$ cat config.mk
export PLATFORM = sky130hd
export DESIGN_NAME = smw_waveform_gen
export DESIGN_NICKNAME = d
export VERILOG_FILES = /design/src/core/smw_pkg.sv /design/src/core/smw_waveform_gen.sv /design/src/core/smw_cfg_decode.sv /design/src/core/smw_strobe_win.sv
export SDC_FILE = /design/constraint.sdc
export NUM_CORES = 1
export LEC_CHECK = 0
export BUFFER_PORTS_ARGS = -buffer_cell sky130_fd_sc_hd__buf_2
export CELL_PAD_IN_SITES_DETAIL_PLACEMENT = 0
export CELL_PAD_IN_SITES_GLOBAL_PLACEMENT = 2
export CORE_AREA = 5 5 315 317
export DETAILED_ROUTE_END_ITERATION = 7
export DIE_AREA = 0 0 320 322
export GPL_ROUTABILITY_DRIVEN = 0
export PLACE_DENSITY_LB_ADDON = 0.1
export SETUP_SLACK_MARGIN = 0.4
export SLEW_MARGIN = 20
export SYNTH_ARGS = -nofsm -noshare
export SYNTH_HDL_FRONTEND = slang
export SYNTH_SLANG_ARGS = --single-unit
$ cat constraint.sdc
create_clock -name clock_i -period 24.2 [get_ports clock_i]
set_clock_uncertainty 0.1 [all_clocks]
set_input_delay 2.42 -clock clock_i [delete_from_list [all_inputs] [get_ports clock_i]]
set_output_delay 2.42 -clock clock_i [all_outputs]
set_load 0.03 [all_outputs]
$ cat src/core/smw_pkg.sv
// Shared constants, types and field decoders of the static memory strobe generator
package smw_pkg;

   // ----------------------------------------------------------------
   // Widths
   // ----------------------------------------------------------------
   localparam int CS_NUM = 8;
   localparam int CS_W = 3;
   localparam int ADDR_W = 26;
   localparam int DATA_W = 32;
   localparam int LANES = 4;
   localparam int SETUP_W = 6;
   localparam int PULSE_W = 7;
   localparam int CYCLE_W = 9;
   localparam int EFF_W = 10;
   localparam int SYNC_STAGES = 2;
   localparam int CAP_DLY = 3;

   // ----------------------------------------------------------------
   // Field weights and counts
   // ----------------------------------------------------------------
   localparam logic [EFF_W-1:0] SETUP_HI_WT = 10'h080;
   localparam logic [EFF_W-1:0] PULSE_HI_WT = 10'h100;
   localparam logic [EFF_W-1:0] CYCLE_HI_WT = 10'h100;
   localparam logic [EFF_W-1:0] MIN_CYCLE = 10'h001;
   localparam logic [EFF_W-1:0] ONE_CNT = 10'h001;
   localparam logic [EFF_W-1:0] TWO_CNT = 10'h002;

   // ----------------------------------------------------------------
   // Data bus width codes
   // ----------------------------------------------------------------
   localparam logic [1:0] DBW_8 = 2'h0;
   localparam logic [1:0] DBW_16 = 2'h1;
   localparam logic [1:0] DBW_32 = 2'h2;

   // ----------------------------------------------------------------
   // Reset and idle values
   // ----------------------------------------------------------------
   localparam logic [EFF_W-1:0] CNT_RST = 10'h000;
   localparam logic [ADDR_W-1:0] ADDR_RST = 26'h0000000;
   localparam logic [DATA_W-1:0] DATA_RST = 32'h00000000;
   localparam logic [CS_NUM-1:0] CS_IDLE = 8'hff;
   localparam logic [CS_NUM-1:0] CS_ONE = 8'h01;
   localparam logic [LANES-1:0] LANES_IDLE = 4'hf;
   localparam logic [CS_W-1:0] CS_RST = 3'h0;
   localparam logic [CAP_DLY-1:0] PEND_RST = 3'h0;
   localparam logic [SYNC_STAGES*DATA_W-1:0] SYNC_RST = 64'h0;

   typedef enum logic {
      SMW_IDLE = 1'b0,
      SMW_ACCESS = 1'b1
   } smw_state_e;

   // ----------------------------------------------------------------
   // Decoders
   // ----------------------------------------------------------------
   function automatic logic [EFF_W-1:0] smw_dec_setup(
      input logic [SETUP_W-1:0] f);
      return (f[5] ? SETUP_HI_WT : CNT_RST) + {5'h00, f[4:0]};
   endfunction

   function automatic logic [EFF_W-1:0] smw_dec_pulse(
      input logic [PULSE_W-1:0] f);
      return (f[6] ? PULSE_HI_WT : CNT_RST) + {4'h0, f[5:0]};
   endfunction

   function automatic logic [EFF_W-1:0] smw_dec_cycle(
      input logic [CYCLE_W-1:0] f);
      return ({8'h00, f[8:7]} * CYCLE_HI_WT) + {3'h0, f[6:0]};
   endfunction

   function automatic logic [LANES-1:0] smw_lanes(input logic [1:0] dbw);
      return (dbw == DBW_8) ? 4'h1 : ((dbw == DBW_16) ? 4'h3 : 4'hf);
   endfunction

endpackage

$ cat src/core/smw_waveform_gen.sv
// Read and write strobe waveform generator of the static memory controller
`timescale 1ns/1ps
// Function
// Byte select lines change together with the address, never mid-access.
// Address drives all bits, bit 0 cleared, or bits 1:0 cleared by width.
// Read strobe falls after setup, stays low pulse, address held for hold.
// Chip select in reads has its own setup, pulse and hold counts.
// Read lasts the read cycle count; hold is cycle minus setup minus pulse.
// Each chip select owns its read strobe and chip select read timings.
// Zero setup and hold keeps read strobes low across consecutive reads.
// Software programs every pulse count to at least one cycle.
// Read mode setting, not a timing comparison, picks the sampling signal.
// Read mode one samples data at the read strobe rising edge.
// Read mode zero samples data at the chip select rising edge.
// Write strobe falls after setup, low for pulse, data held for hold.
// Every per-byte write line follows the single write strobe waveform; the code pulses only the lines of enabled byte lanes.
// Chip select in writes uses its own write setup, pulse and hold.
// Write lasts the write cycle count; hold derived from cycle.
// Each chip select owns its write strobe and chip select write timings.
// Zero setup keeps write strobes low across consecutive writes; the code needs zero hold as well.
// Software gives rising-edge latching memories a setup or a hold.
// Write mode setting picks which signal times the data drive.
// Write mode one drives data from write strobe setup end to cycle end.
// Write mode zero drives data from chip select setup end to cycle end.
// Setup, pulse and cycle fields decode with their weighted top bits.
// Software keeps setup plus pulse within the cycle count.
// All strobes and selects are active low and high while idle.
// Write data drive is released at the end of the write cycle.
module smw_waveform_gen (
   // Clock and reset
   input wire logic clock_i,
   input wire logic sys_rst_i,
   // Access request from the internal bus
   input wire logic req_valid_i,
   input wire logic req_write_i,
   input wire logic [smw_pkg::CS_W-1:0] req_cs_i,
   input wire logic [smw_pkg::ADDR_W-1:0] req_addr_i,
   input wire logic [smw_pkg::LANES-1:0] req_be_i,
   input wire logic [smw_pkg::DATA_W-1:0] req_wdata_i,
   output logic req_ready_o,
   // Read answer
   output logic rd_valid_o,
   output logic [smw_pkg::DATA_W-1:0] rd_data_o,
   // Per chip select read timing
   input wire logic [7:0][smw_pkg::SETUP_W-1:0] rd_strobe_setup_cnt_i,
   input wire logic [7:0][smw_pkg::PULSE_W-1:0] rd_strobe_pulse_cnt_i,
   input wire logic [7:0][smw_pkg::CYCLE_W-1:0] rd_cycle_cnt_i,
   input wire logic [7:0][smw_pkg::SETUP_W-1:0] cs_read_setup_cnt_i,
   input wire logic [7:0][smw_pkg::PULSE_W-1:0] cs_read_pulse_cnt_i,
   // Per chip select write timing
   input wire logic [7:0][smw_pkg::SETUP_W-1:0] wr_strobe_setup_cnt_i,
   input wire logic [7:0][smw_pkg::PULSE_W-1:0] wr_strobe_pulse_cnt_i,
   input wire logic [7:0][smw_pkg::CYCLE_W-1:0] wr_cycle_cnt_i,
   input wire logic [7:0][smw_pkg::SETUP_W-1:0] cs_write_setup_cnt_i,
   input wire logic [7:0][smw_pkg::PULSE_W-1:0] cs_write_pulse_cnt_i,
   // Per chip select mode
   input wire logic [7:0][1:0] data_width_i,
   input wire logic [7:0] byte_write_mode_i,
   input wire logic [7:0] read_mode_i,
   input wire logic [7:0] write_mode_i,
   // Memory pins
   output logic [smw_pkg::ADDR_W-1:0] addr_o,
   output logic [smw_pkg::LANES-1:0] byte_select_line_n_o,
   output logic write_strobe_n_o,
   output logic [smw_pkg::LANES-1:0] byte_write_strobe_n_o,
   output logic read_strobe_n_o,
   output logic [smw_pkg::CS_NUM-1:0] chip_select_line_n_o,
   output logic [smw_pkg::DATA_W-1:0] data_o,
   output logic data_oe_o,
   input wire logic [smw_pkg::DATA_W-1:0] data_i
);

   // ----------------------------------------------------------------
   // Declarations
   // ----------------------------------------------------------------
   smw_pkg::smw_state_e state;
   logic [smw_pkg::EFF_W-1:0] cnt;
   logic cur_write;
   logic [smw_pkg::CS_W-1:0] cur_cs;
   logic [smw_pkg::ADDR_W-1:0] cur_addr;
   logic [smw_pkg::LANES-1:0] cur_lanes;
   logic [smw_pkg::DATA_W-1:0] cur_wdata;
   logic [1:0] cur_dbw;
   logic cur_bwr;
   logic cur_rmode;
   logic cur_wmode;
   logic [smw_pkg::EFF_W-1:0] s_setup;
   logic [smw_pkg::EFF_W-1:0] s_pulse;
   logic [smw_pkg::EFF_W-1:0] c_setup;
   logic [smw_pkg::EFF_W-1:0] c_pulse;
   logic [smw_pkg::EFF_W-1:0] cyc;
   logic [smw_pkg::EFF_W-1:0] dec_s_setup;
   logic [smw_pkg::EFF_W-1:0] dec_s_pulse;
   logic [smw_pkg::EFF_W-1:0] dec_c_setup;
   logic [smw_pkg::EFF_W-1:0] dec_c_pulse;
   logic [smw_pkg::EFF_W-1:0] dec_cyc;
   logic [smw_pkg::EFF_W-1:0] s_end;
   logic [smw_pkg::EFF_W-1:0] c_end;
   logic [smw_pkg::EFF_W-1:0] ctl_end;
   logic [smw_pkg::EFF_W-1:0] wctl_setup;
   logic s_lo;
   logic c_lo;
   logic busy;
   logic last;
   logic take;
   logic next_ready;
   logic [smw_pkg::CAP_DLY-1:0] rd_pend;
   logic [smw_pkg::DATA_W-1:0] data_sync1;
   logic [smw_pkg::DATA_W-1:0] data_sync2;
   logic [smw_pkg::ADDR_W-1:0] req_addr_al;

   // ----------------------------------------------------------------
   // Timing decode of the requested chip select
   // ----------------------------------------------------------------
   smw_cfg_decode u_decode (
      .strobe_setup_i (req_write_i ? wr_strobe_setup_cnt_i[req_cs_i] :
                       rd_strobe_setup_cnt_i[req_cs_i]),
      .strobe_pulse_i (req_write_i ? wr_strobe_pulse_cnt_i[req_cs_i] :
                       rd_strobe_pulse_cnt_i[req_cs_i]),
      .cs_setup_i (req_write_i ? cs_write_setup_cnt_i[req_cs_i] :
                   cs_read_setup_cnt_i[req_cs_i]),
      .cs_pulse_i (req_write_i ? cs_write_pulse_cnt_i[req_cs_i] :
                   cs_read_pulse_cnt_i[req_cs_i]),
      .cycle_i (req_write_i ? wr_cycle_cnt_i[req_cs_i] :
                rd_cycle_cnt_i[req_cs_i]),
      .strobe_setup_o (dec_s_setup),
      .strobe_pulse_o (dec_s_pulse),
      .cs_setup_o (dec_c_setup),
      .cs_pulse_o (dec_c_pulse),
      .cycle_o (dec_cyc)
   );

   // ----------------------------------------------------------------
   // Strobe windows
   // ----------------------------------------------------------------
   smw_strobe_win u_strobe_win (
      .cnt_i (cnt),
      .setup_i (s_setup),
      .pulse_i (s_pulse),
      .active_o (s_lo),
      .end_o (s_end)
   );

   smw_strobe_win u_cs_win (
      .cnt_i (cnt),
      .setup_i (c_setup),
      .pulse_i (c_pulse),
      .active_o (c_lo),
      .end_o (c_end)
   );

   // ----------------------------------------------------------------
   // Access sequencing
   // ----------------------------------------------------------------
   assign busy = (state == smw_pkg::SMW_ACCESS);
   assign last = busy &&
                 (cnt == smw_pkg::EFF_W'(cyc - smw_pkg::ONE_CNT));
   // Back to back only on the same memory in the same direction
   assign take = req_valid_i && req_ready_o &&
                 (!busy || (req_cs_i == cur_cs &&
                            req_write_i == cur_write));
   assign ctl_end = cur_rmode ? s_end : c_end;
   assign wctl_setup = cur_wmode ? s_setup : c_setup;

   always_comb begin
      req_addr_al = req_addr_i;
      if (data_width_i[req_cs_i] == smw_pkg::DBW_32) begin
         req_addr_al[1:0] = 2'h0;
      end else if (data_width_i[req_cs_i] == smw_pkg::DBW_16) begin
         req_addr_al[0] = 1'b0;
      end
   end

   always_comb begin
      if (take) begin
         next_ready = (dec_cyc == smw_pkg::MIN_CYCLE);
      end else if (last || !busy) begin
         next_ready = 1'b1;
      end else begin
         next_ready = (smw_pkg::EFF_W'(cnt + smw_pkg::TWO_CNT) == cyc);
      end
   end

   always_ff @(posedge clock_i or posedge sys_rst_i) begin
      if (sys_rst_i) begin
         state <= smw_pkg::SMW_IDLE;
         cnt <= smw_pkg::CNT_RST;
      end else if (take) begin
         state <= smw_pkg::SMW_ACCESS;
         cnt <= smw_pkg::CNT_RST;
      end else if (last) begin
         state <= smw_pkg::SMW_IDLE;
         cnt <= smw_pkg::CNT_RST;
      end else if (busy) begin
         cnt <= smw_pkg::EFF_W'(cnt + smw_pkg::ONE_CNT);
      end
   end

   always_ff @(posedge clock_i or posedge sys_rst_i) begin
      if (sys_rst_i) begin
         req_ready_o <= 1'b0;
      end else begin
         req_ready_o <= next_ready;
      end
   end

   // Access parameters are frozen for the whole access
   always_ff @(posedge clock_i or posedge sys_rst_i) begin
      if (sys_rst_i) begin
         cur_write <= 1'b0;
         cur_cs <= smw_pkg::CS_RST;
         cur_addr <= smw_pkg::ADDR_RST;
         cur_lanes <= 4'h0;
         cur_wdata <= smw_pkg::DATA_RST;
         cur_dbw <= smw_pkg::DBW_8;
         cur_bwr <= 1'b0;
         cur_rmode <= 1'b0;
         cur_wmode <= 1'b0;
         s_setup <= smw_pkg::CNT_RST;
         s_pulse <= smw_pkg::ONE_CNT;
         c_setup <= smw_pkg::CNT_RST;
         c_pulse <= smw_pkg::ONE_CNT;
         cyc <= smw_pkg::MIN_CYCLE;
      end else if (take) begin
         cur_write <= req_write_i;
         cur_cs <= req_cs_i;
         cur_addr <= req_addr_al;
         cur_lanes <= req_be_i & smw_pkg::smw_lanes(data_width_i[req_cs_i]);
         cur_wdata <= req_wdata_i;
         cur_dbw <= data_width_i[req_cs_i];
         cur_bwr <= byte_write_mode_i[req_cs_i] &&
                    (data_width_i[req_cs_i] != smw_pkg::DBW_8);
         cur_rmode <= read_mode_i[req_cs_i];
         cur_wmode <= write_mode_i[req_cs_i];
         s_setup <= dec_s_setup;
         s_pulse <= dec_s_pulse;
         c_setup <= dec_c_setup;
         c_pulse <= dec_c_pulse;
         cyc <= dec_cyc;
      end
   end

   // ----------------------------------------------------------------
   // Pin drivers, one cycle behind the counter
   // ----------------------------------------------------------------
   always_ff @(posedge clock_i or posedge sys_rst_i) begin
      if (sys_rst_i) begin
         read_strobe_n_o <= 1'b1;
         write_strobe_n_o <= 1'b1;
         byte_write_strobe_n_o <= smw_pkg::LANES_IDLE;
         chip_select_line_n_o <= smw_pkg::CS_IDLE;
      end else begin
         read_strobe_n_o <= !(busy && !cur_write && s_lo);
         write_strobe_n_o <= !(busy && cur_write && s_lo && !cur_bwr);
         byte_write_strobe_n_o <= ~({smw_pkg::LANES{busy && cur_write &&
                                   s_lo && cur_bwr}} & cur_lanes);
         chip_select_line_n_o <= (busy && c_lo) ?
                                 ~(smw_pkg::CS_ONE << cur_cs) :
                                 smw_pkg::CS_IDLE;
      end
   end

   always_ff @(posedge clock_i or posedge sys_rst_i) begin
      if (sys_rst_i) begin
         addr_o <= smw_pkg::ADDR_RST;
         byte_select_line_n_o <= smw_pkg::LANES_IDLE;
      end else begin
         if (busy) begin
            addr_o <= cur_addr;
         end
         byte_select_line_n_o <= ~({smw_pkg::LANES{busy && !cur_bwr &&
                                  cur_dbw != smw_pkg::DBW_8}} &
                                  cur_lanes);
      end
   end

   always_ff @(posedge clock_i or posedge sys_rst_i) begin
      if (sys_rst_i) begin
         data_o <= smw_pkg::DATA_RST;
         data_oe_o <= 1'b0;
      end else begin
         if (busy && cur_write) begin
            data_o <= cur_wdata;
         end
         data_oe_o <= busy && cur_write && (cnt >= wctl_setup);
      end
   end

   // ----------------------------------------------------------------
   // Read data capture
   // ----------------------------------------------------------------
   // The pin flop samples at the edge that raises the controlling strobe
   always_ff @(posedge clock_i or posedge sys_rst_i) begin
      if (sys_rst_i) begin
         data_sync1 <= smw_pkg::DATA_RST;
         data_sync2 <= smw_pkg::DATA_RST;
      end else begin
         data_sync1 <= data_i;
         data_sync2 <= data_sync1;
      end
   end

   always_ff @(posedge clock_i or posedge sys_rst_i) begin
      if (sys_rst_i) begin
         rd_pend <= smw_pkg::PEND_RST;
      end else begin
         rd_pend <= {rd_pend[1:0], busy && !cur_write &&
                     cnt == smw_pkg::EFF_W'(ctl_end - smw_pkg::ONE_CNT)};
      end
   end

   always_ff @(posedge clock_i or posedge sys_rst_i) begin
      if (sys_rst_i) begin
         rd_valid_o <= 1'b0;
         rd_data_o <= smw_pkg::DATA_RST;
      end else begin
         rd_valid_o <= rd_pend[2];
         if (rd_pend[2]) begin
            rd_data_o <= data_sync2;
         end
      end
   end
endmodule

$ cat src/core/smw_cfg_decode.sv
// Decodes the timing fields of one access into effective cycle counts
`timescale 1ns/1ps
module smw_cfg_decode (
   // Coded fields of the selected direction
   input wire logic [smw_pkg::SETUP_W-1:0] strobe_setup_i,
   input wire logic [smw_pkg::PULSE_W-1:0] strobe_pulse_i,
   input wire logic [smw_pkg::SETUP_W-1:0] cs_setup_i,
   input wire logic [smw_pkg::PULSE_W-1:0] cs_pulse_i,
   input wire logic [smw_pkg::CYCLE_W-1:0] cycle_i,
   // Effective counts
   output logic [smw_pkg::EFF_W-1:0] strobe_setup_o,
   output logic [smw_pkg::EFF_W-1:0] strobe_pulse_o,
   output logic [smw_pkg::EFF_W-1:0] cs_setup_o,
   output logic [smw_pkg::EFF_W-1:0] cs_pulse_o,
   output logic [smw_pkg::EFF_W-1:0] cycle_o
);

   logic [smw_pkg::EFF_W-1:0] raw_cycle;

   assign strobe_setup_o = smw_pkg::smw_dec_setup(strobe_setup_i);
   assign strobe_pulse_o = smw_pkg::smw_dec_pulse(strobe_pulse_i);
   assign cs_setup_o = smw_pkg::smw_dec_setup(cs_setup_i);
   assign cs_pulse_o = smw_pkg::smw_dec_pulse(cs_pulse_i);
   assign raw_cycle = smw_pkg::smw_dec_cycle(cycle_i);
   // A zero cycle would wrap the counter through 1024 cycles; it is run as one cycle
   assign cycle_o = (raw_cycle < smw_pkg::MIN_CYCLE) ?
                    smw_pkg::MIN_CYCLE : raw_cycle;

endmodule

$ cat src/core/smw_strobe_win.sv
// Active window of one strobe within the access counter
`timescale 1ns/1ps
module smw_strobe_win (
   // Counter and programmed shape
   input wire logic [smw_pkg::EFF_W-1:0] cnt_i,
   input wire logic [smw_pkg::EFF_W-1:0] setup_i,
   input wire logic [smw_pkg::EFF_W-1:0] pulse_i,
   // Window
   output logic active_o,
   output logic [smw_pkg::EFF_W-1:0] end_o
);

   assign end_o = smw_pkg::EFF_W'(setup_i + pulse_i);
   assign active_o = (cnt_i >= setup_i) && (cnt_i < end_o);

endmodule

==> flow_summary.ini <==
[yosys]
synth_ff_type = dfrtp_1
syn_area_per_cell_um2 = 14.6
seq_area_frac_synth_pct = 44.0
synthTopCellsByArea = dfrtp_1 (41%), mux4_2 (25%), mux2_2 (13%), ha_1 (3.3%), dfstp_2 (3.3%)
synth_nets = 1903
synth_edf_count = 0
ys_warn_count = 0
ys_types = 59
synth_top_cell_by_area = dfrtp_1
synthArstFlopShare_pct = 100
syn_inst = 1155
netlist.area_leader.share_pct = 40.7
syn_area_um2 = 16800
synth_common_cells = dfrtp_1 (274), mux2_2 (189), mux4_2 (185)
post-synth-top-count-cell = dfrtp_1
yosys_register_bits = 295

[detailed_routing]
routed_wirelength_mm = 91.8
vias = 14000
drt_iter0_drc = 676
route.detailed.drc = 0
wl_per_cell_um = 28.1
vias_per_cell = 4.29
ant_nets = 0
dr.pass1.iters = 5

[timing]
max_slew_margin_pct = 32.6
holdWs_ns = 0.234
setup_slack_ns = 18.67
rsz0062_at_grt = false
slew_violations = 0
period_share_pct = 22.9
final.setup.tns_ns = 0
tightest_slew_ns = 1.01
fmaxAchievable_mhz = 181
setup_violations = 0
hold_violations = 0
period_minus_slack_ns = 5.53

[critical_path]
crit_required_ns = 24.58
worst_r2r_endpoint = rd_pend[0]$_DFF_PP0_
critPathKind = primary input to flop
start_kind = primary input
path_max_fanout = 51
reg2reg_slack_ns = 20.53
r2r_start = c_setup[0]$_DFFE_PP0P_
crit_arrival_ns = 5.91
endpoint_kind = flop
r2r_cells = 11

[global_route]
grt_max_degree = 102
grt_overflow = 0
grt_pass1_wl_mm = 127
antenna_found_initial = 80
gr-usage-all-layers_pct = 17.2
grt_pass1_vias = 15500

[clock_network]
postCtsSetupBuffers = 0
cts_sinks = 295
clk_pin_slew_ns = 0.06
hold_buffers = 0
cts_made_buffers = 39
clk_latency_ns = 0.57
ctsResizeCount = 0
cts_tree = yes
root_buffer = clkbuf_16
cts_buffer_depth = 3
h-tree-depth = 2

[floorplan]
coreArea_um2 = 96000
die_h_um = 322
die_x_um = 320
pin_count = 812
start_util_pct = 17.5
num_rows = 114
die_area_um2 = 103000

[pwr]
power_frac_seq_pct = 32.2
intPower_mw = 1.55
p_sw_mw = 0.995
p_leak_nw = 10.9
power_frac_clock_pct = 24.4
p_sw_share_pct = 39.1
combPwrFrac_pct = 43.4
ir_drop_mv = 0.0451
power_density_nw_per_um2 = 107

[min_path]
hold_class = flop to flop
hp-start = data_sync1[30]$_DFF_PP0_
holdPathEnd = data_sync2[30]$_DFF_PP0_
min_path_cells = 0

[layout]
syn2layout_area_growth_pct = 41.4
fin_area_um2 = 23800
drive_gt1_share_pct = 65.9
fin_nets = 2691

[placed_design]
dpl_cell_area_um2 = 22300
dp_slack_ns = 17.99
dp_hpwl_mm = 76.8
io_buffers = 811

[flow_run]
maxCapViolations = 0

[run_status]
status = finished, final reports clean
power by group through the flow:
stage / combinational, mW / sequential (mW) / clock [mW]
5_1_grt: 1.22 / 0.845 / 0.671
6_report: 1.10 / 0.818 / 0.621
4_1_cts: 1.13 / 0.826 / 0.654
3_5_place_dp: 1.12 / 0.835 / 0
2_1_floorplan: 0.653 / 0.897 / 0
3_3_place_gp: 1.11 / 0.829 / 0
logic make-up after synthesis:
logic type | Yosys count | share of synthesized area [%]
AND/OR/NAND/NOR | 173 | 5.14
flip-flops | 295 | 44.0
multiplexers | 387 | 38.2
AO/OA/AOI/OAI | 91 | 3.72
buffers and inverters | 113 | 2.85
adder cells (fa/ha/maj) | 47 | 3.58
XOR/XNOR | 49 | 2.55
flip-flops by register name (all words and copies together) (netlist names), 9 cells and up:
signal,cells
addr_o,26
cnt,10
cur_addr,26
cur_wdata,32
cyc,9
data_o,32
data_sync1,32
data_sync2,32
rd_data_o,32
area by class of cell:
cell class	count	area (um^2)
fill	10200	72200
multi-input combinational	747	8970
sequential	295	7410
timing repair buffer	829	4250
tap	1276	1600
clock buffer	56	1160
clock inverter	15	246
inverter	31	124
antenna	15	37.5
metrics by stage:
stage	utilization [%]	instances	power [mW]
final	24.8	3264	2.54
after global routing	24.8	3253	2.74
after CTS	24.7	3248	2.61
after detailed placement	23.3	3177	1.96
after global placement	23.2	3176	1.94
after floorplan	-	1155	1.55
per-layer routing:
layer  up-vias  wire length, um  share of wire (%)  global-route usage [%]
met5         -              215               0.23                       0
met4        30             1740                1.9                    2.90
met1      7128            31200                 34                    17.9
li1       6070                -                  -                       -
met3       161             7650                8.3                    6.05
met2       618            51000                 56                    33.7
critical path, stage by stage:
cell      delay, ns
buf_8          0.17
buf_4          0.70
buf_4          0.90
mux4_2         0.60
mux4_2         0.55
nor4_1         0.19
nand2_1        0.12
o221ai_1       0.18
layout by cell type, fill, tap and decap left out, drive strengths merged, types with 20 or more instances in the layout:
cell and count:
clkbuf 56, nor2 37, dfrtp 274, inv 34, o21ai 20, mux2 189, xnor2 30, ha 45
nand2 43, buf 829, mux4 185, dfstp 21
how the worst max path moves through the flow:
stage          slack [ns]         from  cells past startpoint               endpoint
6_report            18.67  req_cs_i[0]                      8  req_ready_o$_DFF_PP0_
4_1_cts             18.61  req_cs_i[0]                      8  req_ready_o$_DFF_PP0_
2_1_floorplan       13.57    sys_rst_i                      1  addr_o[0]$_DFFE_PP0P_
3_3_place_gp        18.00  req_cs_i[0]                      8  req_ready_o$_DFF_PP0_
3_5_place_dp        17.99  req_cs_i[0]                      8  req_ready_o$_DFF_PP0_
5_1_grt             18.22  req_cs_i[0]                      8     cyc[0]$_DFFE_PP1P_
Power figures use the tool's default switching activity.
